==> config.mk <==
export PLATFORM = sky130hd
export DESIGN_NAME = flash_command_controller
export DESIGN_NICKNAME = d
export VERILOG_FILES = /design/src/flash_pkg.sv /design/src/flash_clk_div.sv /design/src/flash_command_controller.sv /design/src/flash_op_timer.sv
export VERILOG_INCLUDE_DIRS = /design/src
export SDC_FILE = /design/constraint.sdc
export NUM_CORES = 1
export LEC_CHECK = 0
export BUFFER_PORTS_ARGS = -buffer_cell sky130_fd_sc_hd__buf_2
export CORE_MARGIN = 3
export CORE_UTILIZATION = 55
export DETAILED_ROUTE_END_ITERATION = 6
export GPL_ROUTABILITY_DRIVEN = 1
export PLACE_DENSITY = 0.85
export REMOVE_ABC_BUFFERS = 1
export SLEW_MARGIN = 15
export SYNTH_ARGS = -nofsm -noshare
export SYNTH_HDL_FRONTEND = slang
export SYNTH_SLANG_ARGS = --single-unit
==> constraint.sdc <==
create_clock -name clk_i -period 2.6 [get_ports clk_i]
set_input_delay 0.52 -clock clk_i [delete_from_list [all_inputs] [get_ports clk_i]]
set_output_delay 0.52 -clock clk_i [all_outputs]
set_load 0.02 [all_outputs]
==> src/flash_defs.svh <==
// constants of the flash command controller
`ifndef FLASH_DEFS_SVH
`define FLASH_DEFS_SVH
// register indexes, byte address is four times the index
`define IDX_CLKDIV 4'h0
`define IDX_SEC 4'h1
`define IDX_CFG 4'h3
`define IDX_PROT 4'h4
`define IDX_STAT 4'h5
`define IDX_CMD 4'h6
`define IDX_RSVD 4'h7
`define IDX_ADDR 4'h8
`define IDX_DATA 4'ha
// status bit positions
`define ST_BUFFER_EMPTY_FLAG 7
`define ST_COMMAND_COMPLETE_FLAG 6
`define ST_PROTECTION_VIOLATION_FLAG 5
`define ST_ACCESS_ERROR_FLAG 4
`define ST_BLANK 2
`define ST_FAIL 1
`define ST_DONE 0
// config bit positions
`define CFG_BUFFER_EMPTY_IRQ_ENABLE 7
`define CFG_COMPLETE_IRQ_ENABLE 6
`define CFG_KEY_ACCESS_BIT 5
// divider fields
`define DIV_LOADED 7
`define DIV_PRESCALE 6
`define DIV_PRE_RATIO 9'h008
// command codes
`define CMD_ERASE_VERIFY 8'h05
`define CMD_WORD_PROGRAM 8'h20
`define CMD_SECTOR_ERASE 8'h40
`define CMD_MASS_ERASE 8'h41
// security
`define SEC_RESET 8'h00
`define SEC_UNSEC_CODE 2'h2
`define SEC_KEY_ENABLE_FIELD_CODE 2'h2
`define KEY_BASE 16'hff00
`define PROT_EN 7
// operation lengths in flash clock ticks
`define T_VERIFY 16'h0010
`define T_PROGRAM 16'h0020
`define T_SECTOR 16'h0080
`define T_MASS 16'h0100
`endif

==> src/flash_pkg.sv <==
// types of the flash command controller
package flash_pkg;
    typedef enum logic [2:0] {
        SEQ_IDLE = 3'b001,
        SEQ_ADDR = 3'b010,
        SEQ_CMD = 3'b100
    } seq_state_t;
    typedef struct packed {
        seq_state_t seq;
        logic [7:0] clkdiv;
        logic [7:0] sec;
        logic sec_loaded;
        logic unsec;
        logic secured;
        logic [7:0] cfg;
        logic [7:0] prot;
        logic buffer_empty_flag;
        logic command_complete_flag;
        logic protection_violation_flag;
        logic access_error_flag;
        logic blank;
        logic fail;
        logic [7:0] cmd;
        logic [15:0] addr;
        logic act;
        logic [7:0] act_cmd;
        logic pend;
        logic [7:0] pend_cmd;
        logic [15:0] pend_addr;
        logic [15:0] op_addr;
        logic [1:0] key_idx;
        logic key_ok;
        logic stop_q;
        logic ack;
        logic [15:0] dat;
        logic irq;
        logic hv;
        logic start;
    } ctl_state_t;
    typedef struct packed {
        logic [8:0] cnt;
        logic tick;
    } div_state_t;
    typedef struct packed {
        logic busy;
        logic [15:0] cnt;
        logic done;
    } tmr_state_t;
endpackage
==> src/flash_clk_div.sv <==
// flash clock tick generator
`timescale 1ns/1ps
`include "flash_defs.svh"
module flash_clk_div (
    input wire logic clk_i,
    input wire logic rst_i,
    input wire logic enable_i,
    input wire logic prescale_i,
    input wire logic [5:0] divide_i,
    output logic tick_o
);
    import flash_pkg::*;
    div_state_t st_r;
    div_state_t st_nxt;
    logic [9:0] ratio;
    always_comb
    begin
        // prescaler multiplies the divide ratio by eight
        ratio = {4'h0, divide_i} + 10'h001;
        if (prescale_i)
        begin
            ratio = ratio * {1'b0, `DIV_PRE_RATIO};
        end
        st_nxt = st_r;
        st_nxt.tick = 1'b0;
        if (!enable_i)
        begin
            st_nxt.cnt = 9'h000;
        end
        else if ({1'b0, st_r.cnt} + 10'h001 >= ratio)
        begin
            st_nxt.cnt = 9'h000;
            st_nxt.tick = 1'b1;
        end
        else
        begin
            st_nxt.cnt = st_r.cnt + 9'h001;
        end
    end
    always_ff @(posedge clk_i)
    begin
        if (rst_i)
        begin
            st_r <= '0;
        end
        else
        begin
            st_r <= st_nxt;
        end
    end
    assign tick_o = st_r.tick;
endmodule // flash_clk_div

==> src/flash_command_controller.sv <==
// flash command controller with wishbone register slave
//
// Register access over Wishbone was left to the implementer.
`timescale 1ns/1ps
`include "flash_defs.svh"
module flash_command_controller (
    input wire logic clk_i,
    input wire logic rst_i,
    input wire logic wb_cyc_i,
    input wire logic wb_stb_i,
    input wire logic wb_we_i,
    input wire logic [5:0] wb_adr_i,
    input wire logic [3:0] wb_sel_i,
    input wire logic [31:0] wb_dat_i,
    output logic [31:0] wb_dat_o,
    output logic wb_ack_o,
    input wire logic [7:0] sec_byte_i,
    input wire logic [63:0] key_data_i,
    input wire logic array_blank_i,
    input wire logic array_fail_i,
    input wire logic special_mode_i,
    input wire logic debug_mode_i,
    input wire logic wait_mode_i,
    input wire logic stop_mode_i,
    output logic irq_o,
    output logic hv_on_o,
    output logic op_start_o,
    output logic [7:0] op_cmd_o,
    output logic [15:0] op_addr_o,
    output logic secured_o
);
    import flash_pkg::*;
    ctl_state_t st_r;
    ctl_state_t st_nxt;
    logic tick;
    logic busy;
    logic done;
    logic abort;
    logic wr;
    logic rd;
    logic [3:0] idx;
    logic launch;
    logic bad_cmd;
    logic prot_hit;
    logic fetch;

    function automatic logic cmd_legal(input logic [7:0] c);
        cmd_legal = (c == `CMD_ERASE_VERIFY) || (c == `CMD_WORD_PROGRAM)
            || (c == `CMD_SECTOR_ERASE) || (c == `CMD_MASS_ERASE);
    endfunction

    flash_clk_div u_div (
        .clk_i(clk_i),
        .rst_i(rst_i),
        .enable_i(st_r.clkdiv[`DIV_LOADED]),
        .prescale_i(st_r.clkdiv[`DIV_PRESCALE]),
        .divide_i(st_r.clkdiv[5:0]),
        .tick_o(tick)
    );

    flash_op_timer u_tmr (
        .clk_i(clk_i),
        .rst_i(rst_i),
        .tick_i(tick),
        .start_i(st_r.start),
        .abort_i(abort),
        .cmd_i(st_r.act_cmd),
        .busy_o(busy),
        .done_o(done)
    );

    assign idx = wb_adr_i[5:2];
    assign wr = wb_cyc_i && wb_stb_i && wb_we_i && st_r.ack;
    assign rd = wb_cyc_i && wb_stb_i && !wb_we_i && !st_r.ack;
    assign abort = stop_mode_i && !st_r.stop_q && st_r.act;
    // protected sectors sit at or above the boundary field
    assign prot_hit = st_r.prot[`PROT_EN]
        && (st_r.addr[15:10] >= st_r.prot[5:0]);
    assign bad_cmd = !cmd_legal(st_r.cmd) || !st_r.clkdiv[`DIV_LOADED]
        || (st_r.secured && special_mode_i && debug_mode_i
        && st_r.cmd != `CMD_MASS_ERASE);
    assign launch = wr && idx == `IDX_STAT && wb_sel_i[0]
        && wb_dat_i[`ST_BUFFER_EMPTY_FLAG] && st_r.seq == SEQ_CMD && !stop_mode_i;
    assign fetch = st_r.pend && !st_r.act && !stop_mode_i;

    always_comb
    begin
        st_nxt = st_r;
        st_nxt.start = 1'b0;
        st_nxt.stop_q = stop_mode_i;
        st_nxt.ack = wb_cyc_i && wb_stb_i && !st_r.ack;
        if (!st_r.sec_loaded)
        begin
            st_nxt.sec = sec_byte_i;
            st_nxt.sec_loaded = 1'b1;
            st_nxt.unsec = 1'b0;
        end
        if (rd)
        begin
            unique case (idx)
                `IDX_CLKDIV: st_nxt.dat = {8'h00, st_r.clkdiv};
                `IDX_SEC: st_nxt.dat = {8'h00, st_r.sec};
                `IDX_CFG: st_nxt.dat = {8'h00, st_r.cfg};
                `IDX_PROT: st_nxt.dat = {8'h00, st_r.prot};
                `IDX_STAT: st_nxt.dat = {8'h00, st_r.buffer_empty_flag, st_r.command_complete_flag,
                    st_r.protection_violation_flag, st_r.access_error_flag, 1'b0, st_r.blank,
                    special_mode_i && st_r.fail,
                    special_mode_i && !st_r.act && !st_r.pend};
                `IDX_CMD: st_nxt.dat = {8'h00, st_r.cmd};
                `IDX_ADDR: st_nxt.dat = st_r.addr;
                default: st_nxt.dat = 16'h0000;
            endcase
        end
        if (wr && wb_sel_i[0])
        begin
            unique case (idx)
                `IDX_CLKDIV:
                begin
                    if (!st_r.clkdiv[`DIV_LOADED])
                    begin
                        st_nxt.clkdiv = {1'b1, wb_dat_i[6:0]};
                    end
                end
                `IDX_CFG: st_nxt.cfg = {wb_dat_i[7:5], 5'h00};
                `IDX_PROT:
                begin
                    if (debug_mode_i)
                    begin
                        st_nxt.prot = wb_dat_i[7:0];
                    end
                end
                `IDX_STAT:
                begin
                    if (wb_dat_i[`ST_PROTECTION_VIOLATION_FLAG])
                    begin
                        st_nxt.protection_violation_flag = 1'b0;
                    end
                    if (wb_dat_i[`ST_ACCESS_ERROR_FLAG])
                    begin
                        st_nxt.access_error_flag = 1'b0;
                    end
                    if (special_mode_i && wb_dat_i[`ST_FAIL])
                    begin
                        st_nxt.fail = 1'b0;
                    end
                    if (!wb_dat_i[`ST_BUFFER_EMPTY_FLAG] && st_r.seq != SEQ_IDLE)
                    begin
                        st_nxt.access_error_flag = 1'b1;
                        st_nxt.seq = SEQ_IDLE;
                    end
                end
                `IDX_CMD:
                begin
                    if (st_r.seq == SEQ_ADDR)
                    begin
                        st_nxt.cmd = wb_dat_i[7:0];
                        st_nxt.seq = SEQ_CMD;
                    end
                    else
                    begin
                        st_nxt.access_error_flag = 1'b1;
                        st_nxt.seq = SEQ_IDLE;
                    end
                end
                `IDX_ADDR:
                begin
                    st_nxt.addr[7:0] = wb_dat_i[7:0];
                end
                `IDX_DATA:
                begin
                    if (st_r.cfg[`CFG_KEY_ACCESS_BIT]
                        && st_r.sec[7:6] == `SEC_KEY_ENABLE_FIELD_CODE)
                    begin
                        // compare key word in order
                        if (st_r.addr != 16'(`KEY_BASE
                            + {13'h0000, st_r.key_idx, 1'b0})
                            || wb_dat_i[15:0] != key_data_i[
                            {st_r.key_idx, 4'h0} +: 16])
                        begin
                            st_nxt.key_ok = 1'b0;
                        end
                        st_nxt.key_idx = st_r.key_idx + 2'h1;
                        if (st_r.key_idx == 2'h3)
                        begin
                            st_nxt.unsec = st_nxt.key_ok;
                            st_nxt.key_ok = 1'b1;
                        end
                    end
                    else if (st_r.seq == SEQ_IDLE && st_r.buffer_empty_flag)
                    begin
                        st_nxt.seq = SEQ_ADDR;
                    end
                    else
                    begin
                        st_nxt.access_error_flag = 1'b1;
                        st_nxt.seq = SEQ_IDLE;
                    end
                end
                default: ;
            endcase
        end
        if (wr && wb_sel_i[1] && idx == `IDX_ADDR)
        begin
            st_nxt.addr[15:8] = wb_dat_i[15:8];
        end
        if (launch)
        begin
            st_nxt.seq = SEQ_IDLE;
            if (bad_cmd)
            begin
                st_nxt.access_error_flag = 1'b1;
            end
            else if (st_r.cmd == `CMD_SECTOR_ERASE && prot_hit)
            begin
                st_nxt.protection_violation_flag = 1'b1;
            end
            else
            begin
                st_nxt.buffer_empty_flag = 1'b0;
                st_nxt.pend = 1'b1;
                st_nxt.pend_cmd = st_r.cmd;
                st_nxt.pend_addr = st_r.addr;
            end
        end
        if (fetch)
        begin
            st_nxt.pend = launch && !bad_cmd
                && !(st_r.cmd == `CMD_SECTOR_ERASE && prot_hit);
            st_nxt.act = 1'b1;
            st_nxt.act_cmd = st_r.pend_cmd;
            st_nxt.op_addr = st_r.pend_cmd == `CMD_SECTOR_ERASE
                ? {st_r.pend_addr[15:10], 10'h000} : st_r.pend_addr;
            st_nxt.start = 1'b1;
            st_nxt.hv = 1'b1;
            st_nxt.buffer_empty_flag = !st_nxt.pend;
            if (st_r.pend_cmd == `CMD_ERASE_VERIFY)
            begin
                st_nxt.blank = 1'b0;
            end
        end
        if (done)
        begin
            st_nxt.act = 1'b0;
            st_nxt.hv = 1'b0;
            if (st_r.act_cmd == `CMD_ERASE_VERIFY)
            begin
                st_nxt.blank = array_blank_i;
            end
            if (array_fail_i)
            begin
                st_nxt.fail = 1'b1;
            end
            st_nxt.command_complete_flag = !st_nxt.pend;
        end
        if (abort)
        begin
            st_nxt.act = 1'b0;
            st_nxt.pend = 1'b0;
            st_nxt.hv = 1'b0;
            st_nxt.command_complete_flag = 1'b1;
            st_nxt.access_error_flag = 1'b1;
        end
        if (!stop_mode_i && st_r.stop_q)
        begin
            st_nxt.buffer_empty_flag = 1'b1;
            st_nxt.pend = 1'b0;
            st_nxt.seq = SEQ_IDLE;
        end
        if (!st_nxt.buffer_empty_flag && !stop_mode_i)
        begin
            st_nxt.command_complete_flag = 1'b0;
        end
        st_nxt.secured = (st_nxt.sec[1:0] != `SEC_UNSEC_CODE) && !st_nxt.unsec;
        st_nxt.irq = (st_nxt.buffer_empty_flag && st_nxt.cfg[`CFG_BUFFER_EMPTY_IRQ_ENABLE])
            || (st_nxt.command_complete_flag && st_nxt.cfg[`CFG_COMPLETE_IRQ_ENABLE]);
    end

    always_ff @(posedge clk_i)
    begin
        if (rst_i)
        begin
            st_r <= '0;
            st_r.seq <= SEQ_IDLE;
            st_r.sec <= `SEC_RESET;
            st_r.buffer_empty_flag <= 1'b1;
            st_r.command_complete_flag <= 1'b1;
            st_r.key_ok <= 1'b1;
            st_r.secured <= 1'b1;
        end
        else
        begin
            st_r <= st_nxt;
        end
    end

    assign wb_ack_o = st_r.ack;
    assign wb_dat_o = {16'h0000, st_r.dat};
    assign irq_o = st_r.irq;
    assign hv_on_o = st_r.hv;
    assign op_start_o = st_r.start;
    assign op_cmd_o = st_r.act_cmd;
    assign op_addr_o = st_r.op_addr;
    assign secured_o = st_r.secured;
endmodule // flash_command_controller

==> src/flash_op_timer.sv <==
// duration counter of one array operation
`timescale 1ns/1ps
`include "flash_defs.svh"
module flash_op_timer (
    input wire logic clk_i,
    input wire logic rst_i,
    input wire logic tick_i,
    input wire logic start_i,
    input wire logic abort_i,
    input wire logic [7:0] cmd_i,
    output logic busy_o,
    output logic done_o
);
    import flash_pkg::*;
    tmr_state_t st_r;
    tmr_state_t st_nxt;
    always_comb
    begin
        st_nxt = st_r;
        st_nxt.done = 1'b0;
        if (abort_i)
        begin
            st_nxt.busy = 1'b0;
        end
        else if (start_i)
        begin
            st_nxt.busy = 1'b1;
            unique case (cmd_i)
                `CMD_ERASE_VERIFY: st_nxt.cnt = `T_VERIFY;
                `CMD_WORD_PROGRAM: st_nxt.cnt = `T_PROGRAM;
                `CMD_SECTOR_ERASE: st_nxt.cnt = `T_SECTOR;
                default: st_nxt.cnt = `T_MASS;
            endcase
        end
        else if (st_r.busy && tick_i)
        begin
            if (st_r.cnt <= 16'h0001)
            begin
                st_nxt.busy = 1'b0;
                st_nxt.done = 1'b1;
            end
            st_nxt.cnt = st_r.cnt - 16'h0001;
        end
    end
    always_ff @(posedge clk_i)
    begin
        if (rst_i)
        begin
            st_r <= '0;
        end
        else
        begin
            st_r <= st_nxt;
        end
    end
    assign busy_o = st_r.busy;
    assign done_o = st_r.done;
endmodule // flash_op_timer

==> impl_metrics.csv, run 1 <==
group,metric,value,unit
floorplanning,rows,44,
pwr,irDropWorstVdd,0.000526,V
worst_hold_path,min_path_type,"in2reg",
timing,clock.fmax,417,MHz
finish,nNetsFinal,1228,
clocking,clock_sink_count,164,
logic_synthesis,async_flop_share,0,%
placed_design,routabilityCongestion,0.946,
setup_path,cp_top_family,"compound AO/OA/AOI/OAI gates",
logic_synthesis,synth.ff_latch_count,164,
routing,firstDrtPassIters,5,
finish,drive_gt1_share,22.3,%
timing,period_minus_slack,2400,ps
grt,grt_util_all_layers,26.9,%
setup_path,slowest_delay,480,ps
clocking,cts_root_buffer,"clkbuf_16",
setup_path,cpMaxStageDelayCell,"dfxtp_1",
run,maxCapViolCount,0,
timing,rsz0062_at_grt,"false",
setup_path,reg2reg_setup_slack,200,ps
timing,worstMarginPinSlew,712,ps
setup_path,required,2970,ps
setup_path,r2r-end,"u_div.tick_o$_SDFF_PP0_",
logic_synthesis,seq_area_frac_synth,39.0,%
pwr,p_leak,0.00415,µW
logic_synthesis,netlist_area,0.00842,mm²
routing,num_vias,7713,
setup_path,critPathBufInv,1,
setup_path,cp-endpoint,"u_div.tick_o$_SDFF_PP0_",
clocking,cts_buffer_depth,2,
logic_synthesis,synth-edff-count,0,
floorplanning,core,0.0148,mm²
finish,area.growth.synth_to_final,16.1,%
timing,clock_skew,8.99,ps
logic_synthesis,yosys.area.top_type,"dfxtp_1",
pwr,powerDensity,557,mW/mm²
logic_synthesis,yosysTopAreaCellShare,39.0,%
routing,routed_wl,22900,µm
setup_path,setup.worst_path.start,"st_r[133]$_SDFFE_PP0P_",
clocking,clk_latency,430,ps
timing,fin_setup_tns,0,ps
finish,layout_commonest_cell,"dfxtp_1",
timing,setup_viol,0,
setup_path,ff2ff_path_depth,9,
timing,slew_headroom,52.6,%
finish,fin_util,66.3,%
floorplanning,dieArea,0.0168,mm²
logic_synthesis,syn_inst,966,
logic_synthesis,ys_warn_count,0,
logic_synthesis,netlist_top_cells_area,"dfxtp_1 (39%), mux2i_1 (6.7%), nor2_1 (5.7%)",
finish,mostFrequentLayoutCells,"dfxtp_1 (164), buf_2 (147), nor2_1 (129)",
setup_path,worstPathMaxFanout,7,
clocking,cts_made_buffers,17,
floorplanning,initial_utilization,57.1,%
logic_synthesis,ys_types,70,
grt,grt_pass1_vias,7288,
timing,fin_crit_sh,92.3,%
setup_path,worst-path-stages,9,
logic_synthesis,synth_ff_type,"dfxtp_1",
grt,grt_max_degree,106,
timing,hold_viol_final,0,
setup_path,path_class,"reg2reg",
setup_path,cp-end-kind,"register",
routing,wl_per_cell,17.9,µm
floorplanning,fp.dieH,130,µm
placed_design,portBuffers,148,
clocking,h-tree-depth,4,
grt,grt_pass1_wl,35900,µm
routing,ant_nets,0,
logic_synthesis,syn_avg_cell_area,8.72,µm²
status,status,"completed",
grt,antenna_found_initial,0,
routing,avgViaCountPerCell,6.03,
placed_design,dp_hpwl,16600,µm
setup_path,start_kind,"register",
setup_path,arrival,2770,ps
floorplanning,io_pins,186,
setup_path,reg2reg_from,"st_r[133]$_SDFFE_PP0P_",
clocking,cts_tree,"done",
routing,drc_errors,0,
floorplanning,die_w,130,µm
clocking,clkTransAtPathRegs,60,ps
routing,drt-initial-drc-count,678,
grt,overflow,0,
worst_hold_path,hold_depth,3,
finish,n_antenna_cell,0,
setup_path,crit_chain,"and3_1, nand3_1, xnor2_1, o21ai_0, ha_1, and4b_1, o21bai_1, a2111oi_0, buf_4",
timing,final-max-slew-violation-count,0,
## synth_stat cells, types with 6 or more instances
cell type	count
xor2_1	6
buf_4	57
nor2b_1	8
dfxtp_1	164
a21oi_1	72
nand4_1	11
buf_2	9
a22oi_1	25
nand3b_1	6
and3_1	14
nor2_1	129
mux2i_1	56
mux4_2	11
ha_1	21
clkbuf_1	36
nor4_1	6
nand2_1	103
nand3_1	51
a31oi_1	8
o21ai_0	15
inv_1	19
nor3_1	13
xnor2_1	31
a21boi_0	9
## through the flow
step           total power, µW  instances  hold slack [ps]  area (µm²)  worst slack, ps
2_1_floorplan             2700        877              425        7860             -747
3_3_place_gp              2880       1246              439        9150              231
3_5_place_dp              2890       1246              445        9150              143
4_1_cts                   5460       1278              312        9770             60.5
5_1_grt                   5600       1279              315        9780             33.8
6_report                  5450       1279              322        9780              200
## cells by family after synthesis
family | after synthesis | share of synthesized area [%]
xor gates and xnor gates | 37 | 3.85
and+or+nand+nor | 383 | 22.0
adders and majority gates | 21 | 3.12
AOI/OAI and AO/OA | 165 | 12.6
buffers and inverters | 123 | 8.25
muxes | 72 | 11.2
DFF | 164 | 39.0
other | 1 | 0.0445
## state kept, by name (all words and copies together) (netlist names)
signal        cells
u_div.st_r        9
wb_ack_o          1
op_cmd_o          8
op_start_o        1
u_tmr.busy_o      1
u_tmr.st_r       16
wb_dat_o         16
u_div.tick_o      1
irq_o             1
secured_o         1
st_r             91
u_tmr.done_o      1
op_addr_o        16
hv_on_o           1
## worst min path at each step
stage / slack (ps) / end / start
final: 320 / st_r[128]$_SDFFE_PP0N_ / sec_byte_i[5]
after global routing: 310 / st_r[128]$_SDFFE_PP0N_ / sec_byte_i[5]
after CTS: 310 / st_r[128]$_SDFFE_PP0N_ / sec_byte_i[5]
after detailed placement: 440 / op_addr_o[12]$_SDFFE_PP0P_ / op_addr_o[12]$_SDFFE_PP0P_
after global placement: 440 / wb_dat_o[11]$_SDFFE_PP0P_ / wb_dat_o[11]$_SDFFE_PP0P_
after floorplan: 430 / op_addr_o[10]$_SDFFE_PP0P_ / st_r[50]$_SDFFE_PP0P_
## final cells by class
class,count,area [µm²]
Clock buffer,21,480
Tap cell,184,230
Multi-Input combinational cell,694,4510
Sequential cell,164,3280
Clock inverter,11,138
Timing Repair Buffer,186,1070
Fill cell,1140,4970
Inverter,19,71.3
## layer usage
| layer | share of wire (%) | vias up | track usage (%) |
|---|---|---|---|
| met5 | 0 | - | 0 |
| met4 | 3.5 | 0 | 12.6 |
| met3 | 9.5 | 59 | 6.63 |
| met2 | 47 | 389 | 42.7 |
| met1 | 40 | 3664 | 34.6 |
| li1 | - | 3601 | - |
## tightest hold or removal path, stage by stage
cell	delay [ps]
buf_2	70
mux2i_1	50
nor2_1	70
## power by group
group | total, µW | leakage (µW) | internal (µW) | switching, µW
Combinational | 304 | 0.00252 | 125 | 179
Sequential | 2540 | 0.00132 | 2520 | 15.4
Clock | 2610 | 0.000301 | 1540 | 1070
## what timing repair did
action                                  4_1_cts  5_1_grt
gates resized for setup                       0        2
hold buffers                                  0        0
endpoints found under the setup margin        0       10
setup buffers                                 0        1
No activity file was read; power rests on OpenSTA's default activity.
==> run 2: changes to the inputs <==
Settings changed: CTS_BUF_LIST from default to sky130_fd_sc_hd__clkbuf_4 sky130_fd_sc_hd__clkbuf_8.
==> run 2 against run 1 <==
Net effect: sequential power hardly changed; combinational power hardly changed; cell area is 2.0% lower; first-iteration DRC count is 3.5% lower; global-route usage is 0.54 points lower; clock skew is 5.8 ps higher.
==> impl_metrics.csv, run 2 (synthesized netlist as in run 1, its figures left out) <==
group,metric,value,unit
finish,largest_reg_flops,91,
routing,routed_wl,22500,µm
timing,final-max-slew-violation-count,0,
grt,antenna_found_initial,0,
clocking,clk_latency,480,ps
setup_path,worstPathMaxFanout,9,
setup_path,critPathBufInv,0,
timing,hold_viol_final,0,
grt,grt_util_all_layers,26.3,%
timing,rsz0062_at_grt,"false",
setup_path,start_kind,"register",
routing,drc_errors,0,
floorplanning,dieArea,0.0168,mm²
timing,worstMarginPinSlew,705,ps
finish,nNetsFinal,1227,
grt,grt.met1_usage,34.1,%
clocking,postCtsSetupBuffers,0,
setup_path,slowest_delay,450,ps
finish,mostFrequentLayoutCells,"dfxtp_1 (163), buf_2 (147), nor2_1 (129)",
grt,use_met3,6.51,%
routing,num_vias,7632,
pwr,swShare,24.7,%
routing,firstDrtPassIters,6,
placed_design,routabilityCongestion,0.946,
placed_design,portBuffers,148,
floorplanning,fp.dieH,130,µm
setup_path,crit_chain,"ha_1, xnor2_1, or2_2, ha_1, a21oi_1, and4b_1, or3b_4, a21boi_0",
pwr,switchingPower,1190,µW
clocking,cts_made_buffers,17,
setup_path,crit_top_cell,"ha_1",
finish,regMostFlops,"st_r",
grt,grt_max_degree,106,
setup_path,arrival,2780,ps
clocking,hold_buffers,0,
finish,area.growth.synth_to_final,13.8,%
timing,setup_viol,0,
worst_hold_path,min_path_type,"in2reg",
finish,layout_commonest_cell,"dfxtp_1",
pwr,powerDensity,502,mW/mm²
clocking,cts_root_buffer,"clkbuf_8",
pwr,power_frac_comb,6.3,%
floorplanning,initial_utilization,57.1,%
grt,grt_pass1_wl,35200,µm
run,maxCapViolCount,0,
finish,drive_gt1_share,22.3,%
finish,fin_util,65.0,%
routing,wl_per_cell,17.6,µm
pwr,p_clk_share,41.0,%
finish,n_antenna_cell,0,
placed_design,place_inst,1246,
pwr,p_int,3620,µW
floorplanning,core,0.0148,mm²
setup_path,path_class,"reg2reg",
routing,ant_nets,0,
clocking,cts_tree,"done",
timing,hold_ws,276,ps
timing,clock.fmax,419,MHz
floorplanning,rows,44,
timing,clock_skew,14.8,ps
pwr,irDropWorstVdd,0.000356,V
timing,period_minus_slack,2390,ps
setup_path,cpMaxStageDelayCell,"or3b_4",
setup_path,worst-path-stages,8,
clocking,clock_sink_count,164,
pwr,power_frac_seq,52.7,%
setup_path,cp_top_family,"simple AND/OR/NAND/NOR gates",
setup_path,cp-end-kind,"register",
clocking,ctsResizeCount,0,
grt,grt_pass1_vias,7155,
clocking,cts_buffer_depth,2,
grt,overflow,0,
floorplanning,die_w,130,µm
grt,gr-usage-met2,41.3,%
pwr,p_leak,0.00406,µW
timing,slew_headroom,53.0,%
finish,fin_cells,1278,
placed_design,dp_hpwl,16600,µm
clocking,clkTransAtPathRegs,90,ps
status,status,"completed",
setup_path,ff2ff_path_depth,8,
grt,busiest_layer,"met2",
floorplanning,io_pins,186,
routing,drt-initial-drc-count,654,
clocking,h-tree-depth,4,
worst_hold_path,hold_depth,3,
setup_path,required,2990,ps
timing,fin_crit_sh,91.8,%
routing,avgViaCountPerCell,5.97,
[run 2: cell count changes in the layout (fill, tap and decap cells not counted)]
cell,before,now
buf_4,36,35
clkbuf_16,17,0
clkbuf_8,4,21
dfxtp_1,164,163
dfxtp_2,0,1
[run 2: final cells by class]
type                       instances  area (µm²)
clock buffer                      21         289
clock inverter                    11         138
fill                            1193        5170
inverter                          19        71.3
multi-input combinational        694        4510
sequential                       164        3280
tap                              184         230
timing repair buffer             185        1060
[run 2: through the flow]
step / instance area (µm²) / total power, µW / setup TNS [ps] / setup WS, ps
2_1_floorplan: 7860 / 2700 / -18900 / -747
3_3_place_gp: 9150 / 2880 / 0 / 231
3_5_place_dp: 9150 / 2890 / 0 / 143
4_1_cts: 9580 / 4820 / 0 / 52.7
5_1_grt: 9580 / 4940 / 0 / 43.1
6_report: 9580 / 4810 / 0 / 213
[run 2: worst paths after layout]
check,startpoint,endpoint,slack [ps]
setup / recovery,st_r[132]$_SDFFE_PP0P_,u_div.st_r[2]$_SDFF_PP0_,210
hold / removal,sec_byte_i[5],st_r[128]$_SDFFE_PP0N_,280
setup reg to reg,st_r[132]$_SDFFE_PP0P_,u_div.st_r[2]$_SDFF_PP0_,210
hold reg to reg,op_addr_o[12]$_SDFFE_PP0P_,op_addr_o[12]$_SDFFE_PP0P_,450
[run 2: worst reg2reg max path, stage by stage (launching register included)]
cell and delay, ps:
dfxtp_1 340, ha_1 220, xnor2_1 160, or2_2 300, ha_1 280, a21oi_1 140, and4b_1 230, or3b_4 450
a21boi_0 180
[run 2: metal layers]
metal  part of all wire, %  routed length, µm  up-vias
met5                     0                  0        -
met4                   4.0                908        0
met3                    10               2260       71
met2                    46              10400      371
met1                    39               8850     3586
li1                      -                  -     3604
[run 2: power groups by stage]
stage	sequential, µW	combinational [µW]	clock [µW]
finish	2540	304	1970
global route	2540	325	2080
floorplan	2590	113	0
global placement	2590	291	0
detailed placement	2590	298	0
CTS	2530	299	1980
==> run 3: changes to the inputs <==
Settings changed: CORE_UTILIZATION 55 to 57, PLACE_DENSITY 0.85 to 0.87, RECOVER_POWER from default to 50.
==> run 3 against run 2 <==
Net effect: global-route usage up 0.84 points; sequential power about the same; register-to-register slack worse by 50 ps; worst hold slack worse by 7.5 ps; clock skew about the same; via count about the same; combinational power down 3%; critical endpoint is now u_div.st_r[3]$_SDFF_PP0_; cell count down 0.23%; sequential share of layout area up 0.43 points.
==> impl_metrics.csv, run 3 (synthesized netlist as in run 1, its figures left out) <==
group,metric,value,unit
status,status,"completed",
grt,overflow,0,
floorplanning,initial_utilization,59.5,%
floorplanning,dieArea,0.0163,mm²
placed_design,routabilityCongestion,0.983,
placed_design,place_area,0.00914,mm²
timing,slew_headroom,30.7,%
grt,grt_max_degree,103,
finish,regMostFlops,"st_r",
routing,drt-initial-drc-count,801,
pwr,irDropWorstVdd,0.000330,V
pwr,power_frac_seq,53.6,%
finish,final-seq-area,0.00328,mm²
pwr,swShare,24.0,%
placed_design,place_inst,1243,
run,maxCapViolCount,0,
floorplanning,die_w,128,µm
routing,drc_errors,0,
routing,num_vias,7639,
clocking,clock_sink_count,164,
setup_path,crit_chain,"and3_1, nand3_1, xnor2_1, o21ai_0, ha_1, and4b_1, or3b_2, a21boi_0",
setup_path,slowest_delay,570,ps
finish,mostFrequentLayoutCells,"dfxtp_1 (163), nor2_1 (129), nand2_1 (103)",
clocking,cts_made_buffers,17,
routing,wl_per_cell,17.6,µm
timing,fin_setup_tns,0,ps
setup_path,worstPathMaxFanout,9,
pwr,p_int,3600,µW
pwr,p_clk_share,40.2,%
finish,n_antenna_cell,0,
timing,hold_ws,269,ps
floorplanning,rows,43,
finish,fillerInstances,1150,
placed_design,dp_hpwl,16600,µm
setup_path,required,3000,ps
pwr,p_leak,0.00383,µW
timing,clock_skew,14.5,ps
placed_design,portBuffers,148,
clocking,clkTransAtPathRegs,80,ps
finish,multi_input_area,0.00450,mm²
clocking,cts_root_buffer,"clkbuf_8",
finish,largest_reg_flops,91,
grt,grt_util_all_layers,27.2,%
setup_path,arrival,2840,ps
clocking,hold_buffers,0,
finish,drive_gt1_share,17.7,%
pwr,power_frac_comb,6.2,%
setup_path,cp_top_family,"simple AND/OR/NAND/NOR gates",
timing,hold_viol_final,0,
timing,final-max-slew-violation-count,0,
finish,fin_cells,1275,
routing,routed_wl,22500,µm
finish,layout_commonest_cell,"dfxtp_1",
timing,worstMarginPinSlew,1040,ps
grt,grt_pass1_wl,35300,µm
timing,period_minus_slack,2440,ps
pwr,switchingPower,1130,µW
clocking,cts_tree,"done",
pwr,powerDensity,500,mW/mm²
timing,setup_viol,0,
grt,grt_pass1_vias,7011,
clocking,h-tree-depth,4,
finish,nNetsFinal,1228,
clocking,ctsResizeCount,0,
clocking,postCtsSetupBuffers,0,
setup_path,critPathBufInv,0,
worst_hold_path,min_path_type,"in2reg",
clocking,cts_buffer_depth,2,
floorplanning,fp.dieH,128,µm
routing,avgViaCountPerCell,5.99,
clocking,clk_latency,480,ps
setup_path,start_kind,"register",
routing,firstDrtPassIters,6,
floorplanning,io_pins,186,
grt,antenna_found_initial,0,
timing,rsz0062_at_grt,"false",
routing,ant_nets,0,
finish,postLayoutCellArea,0.00946,mm²
floorplanning,core,0.0141,mm²
timing,fin_crit_sh,93.8,%
finish,area.growth.synth_to_final,12.4,%
setup_path,cpMaxStageDelayCell,"or3b_2",
setup_path,cp-end-kind,"register",
setup_path,path_class,"reg2reg",
timing,clock.fmax,410,MHz
run 3: routing by layer:
layer / track usage (%) / vias to the layer above / part of all wire, %
met5: 0 / - / 0
met4: 10.9 / 0 / 2.7
met3: 4.60 / 58 / 8.6
met2: 44.2 / 371 / 48
met1: 36.1 / 3610 / 41
li1: - / 3600 / -
run 3: power by group through the flow:
stage	Combinational, µW	Sequential, µW	Clock, µW
finish	295	2530	1900
global route	317	2540	2020
CTS	295	2530	1920
detailed placement	293	2590	0
global placement	286	2590	0
floorplan	113	2590	0
run 3: worst reg2reg max path: cells and delay by family (launching register included):
kind	cells	cell delay, ps
and+or+nand+nor	4	1080
DFF	1	420
AOI/OAI and AO/OA	2	320
xor gates and xnor gates	1	230
adders and majority gates	1	310
run 3: layout make-up:
cell class,instances,share of cell area [%]
multi-input combinational,694,47.5
sequential,164,34.7
timing repair buffer,186,10.3
clock buffer,22,3.07
tap,180,2.38
clock inverter,10,1.28
inverter,19,0.754
run 3: worst paths after layout:
path | start | endpoint | slack [ps] | cells past startpoint
setup / recovery | st_r[133]$_SDFFE_PP0P_ | u_div.st_r[3]$_SDFF_PP0_ | 160 | 8
hold / removal | sec_byte_i[2] | st_r[125]$_SDFFE_PP0N_ | 270 | 3
setup reg to reg | st_r[133]$_SDFFE_PP0P_ | u_div.st_r[3]$_SDFF_PP0_ | 160 | 8
hold reg to reg | wb_dat_o[14]$_SDFFE_PP0P_ | wb_dat_o[14]$_SDFFE_PP0P_ | 450 | 2
run 3: through the flow:
stage | power, µW | util [%] | setup WS (ps)
final | 4730 | 66.9 | 160
after detailed placement | 2890 | 64.6 | 153
after global placement | 2880 | 64.6 | 232
after floorplan | 2700 | - | -747
after global routing | 4880 | 66.9 | 0.209
after CTS | 4740 | 67.5 | 55.7
